==> src/common/ntbc_pkg.sv <==
// Purpose: shared constants and carriers of the bridge endpoint config header
// Assumes: dword-addressed configuration requests with byte enables
// Notes:   byte offsets are kept whole; decode uses their dword part
package ntbc_pkg;

    ////////////////////////////////////////////////////////////////////////
    // address map, byte offsets within configuration space
    localparam logic [11:0] OFS_SUBSYS_VENDOR = 12'h02c;
    localparam logic [11:0] OFS_SUBSYS        = 12'h02e;
    localparam logic [11:0] OFS_CAP_HEAD      = 12'h034;
    localparam logic [11:0] OFS_INTR_LINE     = 12'h03c;
    localparam logic [11:0] OFS_INTR_PIN      = 12'h03d;
    localparam logic [11:0] OFS_MIN_GRANT     = 12'h03e;
    localparam logic [11:0] OFS_MAX_LATENCY   = 12'h03f;
    localparam logic [11:0] OFS_CAP_HEADER    = 12'h040;
    localparam logic [11:0] OFS_DEV_CAPS      = 12'h044;

    // dword indices of the decoded words
    localparam logic [9:0] DW_SUBSYS  = OFS_SUBSYS_VENDOR[11:2];
    localparam logic [9:0] DW_CAPHEAD = OFS_CAP_HEAD[11:2];
    localparam logic [9:0] DW_INTR    = OFS_INTR_LINE[11:2];
    localparam logic [9:0] DW_CAPHDR  = OFS_CAP_HEADER[11:2];
    localparam logic [9:0] DW_DEVCAP  = OFS_DEV_CAPS[11:2];

    ////////////////////////////////////////////////////////////////////////
    // constant field values and reset values
    localparam logic [7:0]  CAP_HEAD_VAL       = 8'h40;
    localparam logic [7:0]  MIN_GRANT_VAL      = 8'h00;
    localparam logic [7:0]  MAX_LATENCY_VAL    = 8'h00;
    localparam logic [7:0]  CAP_ID_VAL         = 8'h10;
    localparam logic [7:0]  NEXT_CAP_PTR_VAL   = 8'h64;
    localparam logic [3:0]  STRUCT_VERSION_VAL = 4'h1;
    localparam logic [4:0]  INTR_MSG_NUM_VAL   = 5'h00;
    localparam logic [1:0]  PHANTOM_FUNC_VAL   = 2'h0;
    localparam logic        EXT_TAG_VAL        = 1'b1;
    localparam logic [2:0]  L0S_LATENCY_VAL    = 3'h7;
    localparam logic [2:0]  L1_LATENCY_VAL     = 3'h7;

    localparam logic [15:0] SUBSYS_VENDOR_RST  = 16'h0000;
    localparam logic [15:0] SUBSYS_RST         = 16'h0000;
    localparam logic [7:0]  INTR_LINE_RST      = 8'h00;
    localparam logic [7:0]  INTR_PIN_RST       = 8'h00;
    localparam logic [3:0]  PORT_TYPE_RST      = 4'h0;
    localparam logic        SLOT_IMPL_RST      = 1'b0;
    localparam logic [2:0]  MAX_PAYLOAD_RST    = 3'h4;
    localparam logic [2:0]  INDICATORS_RST     = 3'h0;

    ////////////////////////////////////////////////////////////////////////
    // field positions
    localparam int unsigned POS_SUBSYS_VENDOR = 0;
    localparam int unsigned POS_SUBSYS        = 16;
    localparam int unsigned POS_INTR_LINE     = 0;
    localparam int unsigned POS_INTR_PIN      = 8;
    localparam int unsigned POS_PORT_TYPE     = 20;
    localparam int unsigned POS_SLOT_IMPL     = 24;
    localparam int unsigned POS_MAX_PAYLOAD   = 0;
    localparam int unsigned POS_INDICATORS    = 12;
    localparam int unsigned NUM_INDICATORS    = 3;

    ////////////////////////////////////////////////////////////////////////
    // carriers
    typedef struct packed {
        logic        valid;
        logic        write;
        logic [9:0]  dw_addr;
        logic [3:0]  be;
        logic [31:0] wdata;
    } ntbc_cfg_req_s;

    typedef struct packed {
        logic        valid;
        logic [9:0]  dw_addr;
        logic [3:0]  be;
        logic [31:0] data;
    } ntbc_load_s;

    // decoded register word
    typedef enum logic [2:0] {
        SEL_NONE    = 3'b000,
        SEL_SUBSYS  = 3'b001,
        SEL_CAPHEAD = 3'b010,
        SEL_INTR    = 3'b011,
        SEL_CAPHDR  = 3'b100,
        SEL_DEVCAP  = 3'b101
    } ntbc_sel_e;

endpackage : ntbc_pkg

==> src/rtl/ntbc_cfg_header.sv <==
// Purpose: config header tail and express capability registers
// Assumes: one request per cycle at most; answer one cycle later
// Notes:   unmapped dwords read zero and ignore writes
//
// Contract
// RQ1: 16-bit lockable subsystem vendor code, reset zero.
// RQ2: 16-bit lockable subsystem code, reset zero.
// RQ3: capability list head reads constant 0x40.
// RQ4: interrupt routing line byte is plain read/write, reset zero, unused.
// RQ5: interrupt pin byte lockable, reset zero.
// RQ6: min grant and max latency bytes read zero, writes ignored.
// RQ7: capability identifier reads 0x10.
// RQ8: next capability pointer reads constant 0x64.
// RQ9: structure version reads constant one.
// RQ10: port type lockable, reset zero, loadable from config memory.
// RQ11: slot implemented bit lockable, reset zero.
// RQ12: interrupt message number reads zero.
// RQ13: max payload supported lockable, reset 0x4 (2048 bytes).
// RQ14: phantom functions supported reads zero.
// RQ15: extended tag support reads one.
// RQ16: l0s acceptable latency read-only, 0x7.
// RQ17: l1 acceptable latency read-only, 0x7.
// RQ18: three indicator-present bits reset zero, loadable only.
// RQ19: lockable fields take host writes only while unlocked; loads always.
`timescale 1ns/1ps
module ntbc_cfg_header
    import ntbc_pkg::*;
(
    input  wire logic          clk_i,
    input  wire logic          srst_i,
    input  wire ntbc_cfg_req_s cfg_req_i,
    input  wire ntbc_load_s    load_i,
    input  wire logic          wr_lock_i,
    output logic               cfg_ack_o,
    output logic               cfg_hit_o,
    output logic        [31:0] cfg_rdata_o,
    output logic        [3:0]  port_type_o,
    output logic               slot_impl_o,
    output logic        [2:0]  max_payload_o
);

    ////////////////////////////////////////////////////////////////////////
    // byte-enable merge of a new dword over the current one
    function automatic logic [31:0] be_merge(
        input logic [31:0] old_v,
        input logic [31:0] new_v,
        input logic [3:0]  be
    );
        logic [31:0] r;
        r = old_v;
        for (int b = 0; b < 4; b++)
        begin
            if (be[b])
                r[8*b +: 8] = new_v[8*b +: 8];
        end
        return r;
    endfunction : be_merge

    ////////////////////////////////////////////////////////////////////////
    // address decode, shared by host and loader
    function automatic ntbc_sel_e decode(input logic [9:0] dw);
        ntbc_sel_e s;
        case (dw)
            DW_SUBSYS:  s = SEL_SUBSYS;
            DW_CAPHEAD: s = SEL_CAPHEAD;
            DW_INTR:    s = SEL_INTR;
            DW_CAPHDR:  s = SEL_CAPHDR;
            DW_DEVCAP:  s = SEL_DEVCAP;
            default:    s = SEL_NONE;
        endcase
        return s;
    endfunction : decode

    ////////////////////////////////////////////////////////////////////////
    // field storage outputs
    logic [15:0] subsys_vendor;
    logic [15:0] subsys_code;
    logic [7:0]  intr_line_q;
    logic [7:0]  intr_pin;
    logic [3:0]  port_type;
    logic        slot_impl;
    logic [2:0]  max_payload;
    logic [NUM_INDICATORS-1:0] indicators;

    ////////////////////////////////////////////////////////////////////////
    // dword images as the host sees them
    logic [31:0] subsys_dw;
    logic [31:0] caphead_dw;
    logic [31:0] intr_dw;
    logic [31:0] caphdr_dw;
    logic [31:0] devcap_dw;

    assign subsys_dw  = {subsys_code, subsys_vendor};               // RQ1
    assign caphead_dw = {24'h00_0000, CAP_HEAD_VAL};                // RQ3
    assign intr_dw    = {MAX_LATENCY_VAL, MIN_GRANT_VAL,            // RQ6
                         intr_pin, intr_line_q};
    assign caphdr_dw  = {2'b00, INTR_MSG_NUM_VAL, slot_impl,        // RQ12
                         port_type, STRUCT_VERSION_VAL,             // RQ9
                         NEXT_CAP_PTR_VAL, CAP_ID_VAL};             // RQ8
    assign devcap_dw  = {17'h0_0000, indicators,                    // RQ18
                         L1_LATENCY_VAL, L0S_LATENCY_VAL,           // RQ17
                         EXT_TAG_VAL, PHANTOM_FUNC_VAL,             // RQ15
                         max_payload};                              // RQ13

    ////////////////////////////////////////////////////////////////////////
    // decode and write strobes
    ntbc_sel_e   host_sel;
    ntbc_sel_e   load_sel;
    logic        host_wr;
    logic        load_wr;

    assign host_sel = decode(cfg_req_i.dw_addr);
    assign load_sel = decode(load_i.dw_addr);
    assign host_wr  = cfg_req_i.valid && cfg_req_i.write;
    assign load_wr  = load_i.valid;

    // merged write data per word, untouched bytes keep their value
    logic [31:0] h_subsys;
    logic [31:0] h_intr;
    logic [31:0] h_caphdr;
    logic [31:0] h_devcap;
    logic [31:0] l_subsys;
    logic [31:0] l_intr;
    logic [31:0] l_caphdr;
    logic [31:0] l_devcap;

    assign h_subsys = be_merge(subsys_dw, cfg_req_i.wdata, cfg_req_i.be);
    assign h_intr   = be_merge(intr_dw,   cfg_req_i.wdata, cfg_req_i.be);
    assign h_caphdr = be_merge(caphdr_dw, cfg_req_i.wdata, cfg_req_i.be);
    assign h_devcap = be_merge(devcap_dw, cfg_req_i.wdata, cfg_req_i.be);
    assign l_subsys = be_merge(subsys_dw, load_i.data, load_i.be);
    assign l_intr   = be_merge(intr_dw,   load_i.data, load_i.be);
    assign l_caphdr = be_merge(caphdr_dw, load_i.data, load_i.be);
    assign l_devcap = be_merge(devcap_dw, load_i.data, load_i.be);

    logic hw_subsys;
    logic hw_intr;
    logic hw_caphdr;
    logic hw_devcap;
    logic lw_subsys;
    logic lw_intr;
    logic lw_caphdr;
    logic lw_devcap;

    assign hw_subsys = host_wr && (host_sel == SEL_SUBSYS);
    assign hw_intr   = host_wr && (host_sel == SEL_INTR);
    assign hw_caphdr = host_wr && (host_sel == SEL_CAPHDR);
    assign hw_devcap = host_wr && (host_sel == SEL_DEVCAP);
    assign lw_subsys = load_wr && (load_sel == SEL_SUBSYS);
    assign lw_intr   = load_wr && (load_sel == SEL_INTR);
    assign lw_caphdr = load_wr && (load_sel == SEL_CAPHDR);
    assign lw_devcap = load_wr && (load_sel == SEL_DEVCAP);

    ////////////////////////////////////////////////////////////////////////
    // lockable fields
    ntbc_lock_field #(.W(16), .RST(SUBSYS_VENDOR_RST)) u_subsys_vendor (
        .clk_i     (clk_i),
        .srst_i    (srst_i),
        .lock_i    (wr_lock_i),
        .host_we_i (hw_subsys),                                     // RQ1
        .host_d_i  (h_subsys[POS_SUBSYS_VENDOR +: 16]),
        .load_we_i (lw_subsys),
        .load_d_i  (l_subsys[POS_SUBSYS_VENDOR +: 16]),
        .q_o       (subsys_vendor)
    );

    ntbc_lock_field #(.W(16), .RST(SUBSYS_RST)) u_subsys_code (
        .clk_i     (clk_i),
        .srst_i    (srst_i),
        .lock_i    (wr_lock_i),
        .host_we_i (hw_subsys),                                     // RQ2
        .host_d_i  (h_subsys[POS_SUBSYS +: 16]),
        .load_we_i (lw_subsys),
        .load_d_i  (l_subsys[POS_SUBSYS +: 16]),
        .q_o       (subsys_code)
    );

    ntbc_lock_field #(.W(8), .RST(INTR_PIN_RST)) u_intr_pin (
        .clk_i     (clk_i),
        .srst_i    (srst_i),
        .lock_i    (wr_lock_i),
        .host_we_i (hw_intr),                                       // RQ5
        .host_d_i  (h_intr[POS_INTR_PIN +: 8]),
        .load_we_i (lw_intr),
        .load_d_i  (l_intr[POS_INTR_PIN +: 8]),
        .q_o       (intr_pin)
    );

    ntbc_lock_field #(.W(4), .RST(PORT_TYPE_RST)) u_port_type (
        .clk_i     (clk_i),
        .srst_i    (srst_i),
        .lock_i    (wr_lock_i),
        .host_we_i (hw_caphdr),                                     // RQ10
        .host_d_i  (h_caphdr[POS_PORT_TYPE +: 4]),
        .load_we_i (lw_caphdr),
        .load_d_i  (l_caphdr[POS_PORT_TYPE +: 4]),
        .q_o       (port_type)
    );

    ntbc_lock_field #(.W(1), .RST(SLOT_IMPL_RST)) u_slot_impl (
        .clk_i     (clk_i),
        .srst_i    (srst_i),
        .lock_i    (wr_lock_i),
        .host_we_i (hw_caphdr),                                     // RQ11
        .host_d_i  (h_caphdr[POS_SLOT_IMPL +: 1]),
        .load_we_i (lw_caphdr),
        .load_d_i  (l_caphdr[POS_SLOT_IMPL +: 1]),
        .q_o       (slot_impl)
    );

    ntbc_lock_field #(.W(3), .RST(MAX_PAYLOAD_RST)) u_max_payload (
        .clk_i     (clk_i),
        .srst_i    (srst_i),
        .lock_i    (wr_lock_i),
        .host_we_i (hw_devcap),                                     // RQ13
        .host_d_i  (h_devcap[POS_MAX_PAYLOAD +: 3]),
        .load_we_i (lw_devcap),
        .load_d_i  (l_devcap[POS_MAX_PAYLOAD +: 3]),
        .q_o       (max_payload)
    );

    ////////////////////////////////////////////////////////////////////////
    // indicator-present bits: read-only to the host, loader may set them
    for (genvar i = 0; i < NUM_INDICATORS; i++)
    begin : g_ind
        ntbc_lock_field #(.W(1), .RST(INDICATORS_RST[i])) u_ind (
            .clk_i     (clk_i),
            .srst_i    (srst_i),
            .lock_i    (1'b1),
            .host_we_i (1'b0),                                      // RQ18
            .host_d_i  (1'b0),
            .load_we_i (lw_devcap),                                 // RQ18
            .load_d_i  (l_devcap[POS_INDICATORS + i]),
            .q_o       (indicators[i])
        );
    end

    ////////////////////////////////////////////////////////////////////////
    // routing line: never locked, stored for software only
    always_ff @(posedge clk_i)
    begin
        if (srst_i)
            intr_line_q <= INTR_LINE_RST;
        else if (lw_intr)
            intr_line_q <= l_intr[POS_INTR_LINE +: 8];
        else if (hw_intr)
            intr_line_q <= h_intr[POS_INTR_LINE +: 8];              // RQ4
    end

    ////////////////////////////////////////////////////////////////////////
    // read mux; a write answers with zero data
    logic [31:0] rdata_d;

    always_comb
    begin
        rdata_d = 32'h0000_0000;
        if (!cfg_req_i.write)
        begin
            case (host_sel)
                SEL_SUBSYS:  rdata_d = subsys_dw;
                SEL_CAPHEAD: rdata_d = caphead_dw;                  // RQ3
                SEL_INTR:    rdata_d = intr_dw;
                SEL_CAPHDR:  rdata_d = caphdr_dw;                   // RQ7
                SEL_DEVCAP:  rdata_d = devcap_dw;                   // RQ16
                default:     rdata_d = 32'h0000_0000;
            endcase
        end
    end

    // answer is registered so outputs come straight from flops
    always_ff @(posedge clk_i)
    begin
        if (srst_i)
        begin
            cfg_ack_o   <= 1'b0;
            cfg_hit_o   <= 1'b0;
            cfg_rdata_o <= 32'h0000_0000;
        end
        else
        begin
            cfg_ack_o   <= cfg_req_i.valid;
            cfg_hit_o   <= cfg_req_i.valid && (host_sel != SEL_NONE);
            cfg_rdata_o <= cfg_req_i.valid ? rdata_d : 32'h0000_0000;
        end
    end

    // field values that steer the rest of the bridge
    assign port_type_o   = port_type;
    assign slot_impl_o   = slot_impl;
    assign max_payload_o = max_payload;

endmodule : ntbc_cfg_header

==> src/rtl/ntbc_lock_field.sv <==
// Purpose: one lockable configuration field
// Assumes: load and host data arrive already merged by byte enables
// Notes:   load wins over a host write in the same cycle
`timescale 1ns/1ps
module ntbc_lock_field #(
    parameter int unsigned   W   = 8,
    parameter logic [W-1:0]  RST = '0
) (
    input  wire logic         clk_i,
    input  wire logic         srst_i,
    input  wire logic         lock_i,
    input  wire logic         host_we_i,
    input  wire logic [W-1:0] host_d_i,
    input  wire logic         load_we_i,
    input  wire logic [W-1:0] load_d_i,
    output logic      [W-1:0] q_o
);

    ////////////////////////////////////////////////////////////////////////
    // loader ignores the lock; host only while lock is open
    always_ff @(posedge clk_i)
    begin
        if (srst_i)
            q_o <= RST;
        else if (load_we_i)
            q_o <= load_d_i;                 // RQ19
        else if (host_we_i && !lock_i)
            q_o <= host_d_i;                 // RQ19
    end

endmodule : ntbc_lock_field

==> config.mk <==
export PLATFORM = sky130hd
export DESIGN_NAME = ntbc_cfg_header
export DESIGN_NICKNAME = d
export VERILOG_FILES = /design/src/common/ntbc_pkg.sv /design/src/rtl/ntbc_cfg_header.sv /design/src/rtl/ntbc_lock_field.sv
export SDC_FILE = /design/constraint.sdc
export NUM_CORES = 1
export LEC_CHECK = 0
export ABC_CLOCK_PERIOD_IN_PS = 2350
export CORE_MARGIN = 2
export CORE_UTILIZATION = 55
export CTS_BUF_LIST = sky130_fd_sc_hd__clkbuf_4
export DETAILED_ROUTE_END_ITERATION = 10
export DONT_BUFFER_PORTS = 1
export GPL_TIMING_DRIVEN = 0
export PLACE_DENSITY = 0.73
export RECOVER_POWER = 25
export SETUP_SLACK_MARGIN = 0.05
export SLEW_MARGIN = 20
export SYNTH_ARGS = -nofsm -noshare
export SYNTH_HDL_FRONTEND = slang
export SYNTH_HIERARCHICAL = 1
export SYNTH_SLANG_ARGS = --single-unit
export TNS_END_PERCENT = 50
==> constraint.sdc <==
create_clock -name clk_i -period 2.35 [get_ports clk_i]
set_input_delay 0.235 -clock clk_i [delete_from_list [all_inputs] [get_ports clk_i]]
set_output_delay 0.235 -clock clk_i [all_outputs]
set_load 0.02 [all_outputs]
; ---- After elaboration in Yosys (flattened, before gate mapping)
; Cells that the tools add are included.
; W data, S select, Z words.
[totals]
reg_bits = 93
latch_bits = 0
ramBits = 0
mem_bits_ro = 0
in_bits = 98
output_inout_bits = 42
elab_cells = 116
mem_count = 0
[classes]
addsub = 0
multipliers = 0
n_div = 0
n_lt_le_gt_ge = 0
n_eq_ne = 28
shift = 0
muxes = 31
n_bitwise = 1
n_reduce_logical = 41
[op_table]
columns = operator, n
row1 = $pmux W32 S5, 1
row2 = $mux W8, 14
row3 = $mux W16, 4
row4 = $eq A10 B4 Y1 const B, 6
row5 = $eq A10 B5 Y1 const B, 4
row6 = $pmux W3 S5, 2
row7 = $reduce_bool A2 Y1, 14
row8 = $reduce_and A3 Y1, 9
row9 = $ne A2 B2 Y1 const B, 9
row10 = $logic_and A1 B1 Y1, 14
row11 = $eq A3 B3 Y1 const B, 4
row12 = $mux W3, 4
row13 = $eq A3 B2 Y1 const B, 3
row14 = $mux W4, 2
row15 = $eq A3 B1 Y1 const B, 2
row16 = $mux W1, 4
row17 = $reduce_bool A3 Y1, 1
row18 = $reduce_or A3 Y1, 1
row19 = $reduce_and A2 Y1, 1
row20 = $logic_not A1 Y1, 1
row21 = $not A1 Y1, 1

; ---- Depth between registers and ports, before layout
[depth]
word_depth = 7
depth_mapped = 10

; ---- Hierarchy
; The synthesis kept the hierarchy.
[modules_own_cells]
columns = module, n_inst, cells_per_inst, area_per_inst_um2, seq_area_each_um2
row1 = ntbc_cfg_header, 1, 395, 2886.5, 840.8
row2 = ntbc_lock_field (u_subsys_code ...), 2, 92, 890.9, 320.3
row3 = ntbc_lock_field (u_intr_pin), 1, 46, 411.6, 160.2
row4 = ntbc_lock_field (g_ind[0].u_ind ...), 4, 6, 62.6, 20.0
row5 = ntbc_lock_field (u_port_type), 1, 23, 216.5, 80.1
row6 = ntbc_lock_field (u_max_payload), 1, 18, 185.2, 60.1

; ---- Least setup slack after synthesis
; Ideal clock, no wire load.
[synth_path]
path_kind = input-to-reg
start = input port load_i[37] (netlist name)
end = register u_max_payload.q_o[2]
setup_ns = 0.121
t_arrival_ns = 2.131
slack_ns = 0.099
cell_stages = 6
n_path_buf = 1
cell_sequence = or4b_2 > nor2_1 > buf_6 > mux2_4 > a21oi_2 > o21bai_1
[synth_between]
elab_chain_len = 6
elab_cells_between_ends = 13
cone_classes = eq/ne: 7 / mux: 2 / reduce/logical: 4
[synth_rtl]
columns = item, line_no
row1 = "start, declared", ntbc_cfg_header.sv:32  ; input wire ntbc_load_s load_i,
row2 = $eq A10 B5 Y1 or $eq A10 B4 Y1 (tied branches), ntbc_cfg_header.sv:63  ; case (dw)
row3 = $pmux W3 S5 (*), ntbc_cfg_header.sv:63
row4 = $eq A3 B3 Y1 (*), ntbc_cfg_header.sv:152  ; assign lw_devcap = load_wr && (load_sel == SEL_DEVCAP);
row5 = $logic_and A1 B1 Y1 (*), ntbc_cfg_header.sv:152
row6 = via lw_devcap, ntbc_cfg_header.sv:143  ; logic lw_devcap;
row7 = $ne A2 B2 Y1 (no source line) or $reduce_bool A2 Y1 (tied branches), -
row8 = $reduce_and A3 Y1 (no source line), -
row9 = "end signal, assigned", ntbc_lock_field.sv:26  ; q_o <= load_d_i;
row10 = "end signal, assigned", ntbc_lock_field.sv:28  ; q_o <= host_d_i;
row11 = "end, declared", ntbc_lock_field.sv:16  ; output logic [W-1:0] q_o
; The timed path passes the listed nets; every way through them passes the cells marked *.
; A chain may end at the register's enable or synchronous reset.

; ---- Worst setup path in the final report
[layout_path]
start = input port cfg_req_i[43] (netlist name)
end = register u_port_type.q_o[1]
[layout_between]
elab_chain_len = 7
elab_cells_between_ends = 11
cone_classes = eq/ne: 6 / mux: 1 / reduce/logical: 4
[layout_rtl]
columns = item, line_no
row1 = "start, declared", ntbc_cfg_header.sv:31  ; input wire ntbc_cfg_req_s cfg_req_i,
row2 = $eq A10 B5 Y1 or $eq A10 B4 Y1 (tied branches), ntbc_cfg_header.sv:63
row3 = $pmux W3 S5 (*), ntbc_cfg_header.sv:63
row4 = $eq A3 B3 Y1 (*), ntbc_cfg_header.sv:147  ; assign hw_caphdr = host_wr && (host_sel == SEL_CAPHDR);
row5 = $logic_and A1 B1 Y1 (*), ntbc_cfg_header.sv:147
row6 = via hw_caphdr, ntbc_cfg_header.sv:138  ; logic hw_caphdr;
row7 = $logic_and A1 B1 Y1 (*), ntbc_lock_field.sv:27  ; else if (host_we_i && !lock_i)
row8 = $reduce_bool A2 Y1 (no source line) (*), -
row9 = $reduce_and A3 Y1 (no source line) (*), -
row10 = "end signal, assigned", ntbc_lock_field.sv:26
row11 = "end signal, assigned", ntbc_lock_field.sv:28
row12 = "end, declared", ntbc_lock_field.sv:16
; Marks and branches as above.

==> impl_metrics.py <==
metrics = {
    "grt": {
        "overflow": 0,
        "track_usage_pct": 28.9,
        "antenna_found_initial": 0,
        "grt_pass1_vias": 5009,
        "grt_max_degree": 32,
        "grt_pass1_wl_um": 25600,
    },
    "synth": {
        "synthTopCellsByArea": "dfxtp_1 (32%), nor3_1 (8.4%), a2111oi_2 (8.4%)",
        "seq_area_frac_synth_pct": 32.5,
        "yosysMostFrequentCell": "inv_1",
        "avgSynthCellArea_um2": 8.31,
        "synth_seq_cells": 93,
        "async_flop_share_pct": 0,
        "netlist_area_um2": 5730,
        "yosysWarnings": 6,
        "synth_top_area_share_pct": 32.5,
        "synth_cells": 690,
        "synth_cell_types": 52,
        "yosys.area.top_type": "dfxtp_1",
        "yosys-top-cells-count": "inv_1 (97), nor3_1 (96), dfxtp_1 (93), o21ai_0 (81), nand2_1 (57)",
        "synth_edf_count": 0,
        "synth_ff_type": "dfxtp_1",
    },
    "floorplanning": {
        "die_x_um": 106,
        "die_h_um": 106,
        "rows": 37,
        "die-area_um2": 11300,
        "start_util_pct": 56.0,
        "core-area_um2": 10200,
        "io-pin-count": 140,
    },
    "worst_setup_path": {
        "start_kind": "input pin",
        "path_max_fanout": 10,
        "path_class": "in -> reg",
        "worst-endpoint-arrival_ns": 2.58,
        "worstSetupEndpointType": "flip-flop",
        "crit_required_ns": 2.72,
    },
    "placement": {
        "pre_cts_ws_ns": -0.517,
        "place.gp.congestion": 0.876,
        "place_hpwl_um": 12000,
        "placed_cell_area_um2": 5930,
        "io_buffers": 0,
    },
    "cells_and_area": {
        "design_area_um2": 6270,
        "fin_util_pct": 61.2,
        "n_antenna_cell": 0,
        "drive_above_1_share_pct": 19.0,
        "fill_cells": 937,
        "fin_nets": 825,
        "syn_to_final_growth_pct": 9.32,
    },
    "timing": {
        "relSlewSlack_pct": 26.6,
        "clock_skew_ns": 0.0150,
        "finalCriticalPeriod_ns": 2.21,
        "max_freq_ghz": 0.453,
        "hold_viol": 0,
        "rsz0062_at_grt": "no",
        "timing.final.crit_share_pct": 94.0,
        "worst_slew_pin_slew_ns": 1.10,
        "layout_setup_ws_ns": 0.140,
        "drv_slew": 0,
        "setup_viol": 0,
    },
    "cts": {
        "cts_buffers": 9,
        "cts_max_level": 3,
        "root_buffer": "clkbuf_4",
        "cts_max_path_buffers": 2,
        "clock_latency_ns": 0.47,
        "cts_tree": "yes",
        "path_clk_slew_ns": 0.15,
        "cts_sinks": 93,
    },
    "power": {
        "power.density_nw_per_um2": 438,
        "p_leak_nw": 2.22,
        "peakVddDrop_mv": 0.210,
    },
    "drt": {
        "top_layer": "met4",
        "drtIter0Drc": 389,
        "wl_met2_um": 7610,
        "wl_met3_um": 1340,
        "routed_wirelength_um": 16500,
        "vias": 5331,
        "drtAntennaViolNets": 0,
        "dr.pass1.iters": 5,
        "met1Wirelength_um": 7080,
        "drc_errors": 0,
        "wl_per_cell_um": 19.0,
        "via_per_inst": 6.14,
    },
    "hold_path": {
        "hp-class": "in -> reg",
    },
    "outcome": {
        "outcome": "finished clean",
    },
    "flow_run": {
        "cap_violations": 0,
    },
}
[where the power goes]
group / internal, mW / total [mW] / leakage, nW / switching (mW)
clock: 0.325 / 0.887 / 0.0689 / 0.562
sequential: 1.58 / 1.59 / 0.750 / 0.00491
combinational: 0.107 / 0.273 / 1.40 / 0.166
total: 2.01 / 2.75 / 2.22 / 0.733
[stage by stage]
stage	TNS [ns]	hold WS (ns)	power, mW	std cells
after detailed placement	-16.46	0.316	1.86	833
after global placement	-13.90	0.313	1.85	833
after CTS	0	0.00253	2.75	868
after global routing	0	0.0133	2.84	868
final	0	0.0145	2.75	868
after floorplan	0	0.304	1.81	697
[flip-flops by register name, indices dropped and copies added (netlist names), 3 cells and up]
signal / cells
intr_line_q: 8
u_port_type/q_o: 4
u_intr_pin/q_o: 8
g_ind.u_ind/q_o: 3
u_subsys_vendor/q_o: 16
u_max_payload/q_o: 3
u_subsys_code/q_o: 16
cfg_rdata_o: 32
[per-layer routing]
| metal | up-vias | GRT usage (%) |
|---|---|---|
| met3 | 38 | 6.93 |
| met5 | - | 0 |
| met1 | 2514 | 37.4 |
| met2 | 261 | 46.3 |
| li1 | 2518 | - |
| met4 | 0 | 11.7 |
[layout by cell type (no fill, tap or decap), drive strengths merged, types with 10 or more instances in the layout]
| master | instances |
|---|---|
| dlygate4sd3 | 17 |
| clkbuf | 34 |
| a21oi | 21 |
| dfxtp | 93 |
| buf | 31 |
| mux2 | 38 |
| nand2 | 57 |
| nor2 | 20 |
| and3 | 10 |
| nor3 | 100 |
| a2111oi | 48 |
| inv | 97 |
| o21ai | 81 |
[final cells by class]
type	count	area, um2	share of cell area, %
Inverter	97	364	5.81
Sequential cell	93	1860	29.7
Clock inverter	6	53.8	0.859
Tap cell	136	170	2.72
Multi-Input combinational cell	454	3160	50.5
Clock buffer	10	75.1	1.20
Timing Repair Buffer	19	198	3.15
Buffer	53	379	6.05
[repair_timing]
action                                 4_1_cts  5_1_grt
setup buffers                                1        0
endpoints found under the hold margin       41        0
gates resized for setup                      0        3
hold buffers                                18        0
setup endpoints to repair                   10       24
pin swaps                                    1        0
[critical path: stages]
cell       delay (ns)
or4_4            0.56
nor3b_2          0.46
buf_4            0.27
nand2_1          0.11
nor2_1           0.27
nor2b_4          0.25
nor3_1           0.07
a2111oi_2        0.35
[worst paths after layout]
check                          start  cells past startpoint            endpoint  slack (ns)
hold reg to reg       intr_line_q[1]                      2      intr_line_q[1]        0.47
hold / removal         cfg_req_i[40]                      3           cfg_hit_o        0.01
setup reg to reg  u_port_type/q_o[3]                      4  u_port_type/q_o[3]        1.02
setup / recovery       cfg_req_i[43]                      8  u_port_type/q_o[1]        0.14
[logic make-up after synthesis]
family	Yosys count	share of synthesized area [%]
simple gates	233	22.6
mux	40	8.01
compound gates	172	23.8
buf+inv	150	12.9
flops	93	32.5
other cells	2	0.131
Note: power is estimated with default switching activity, not from simulation.
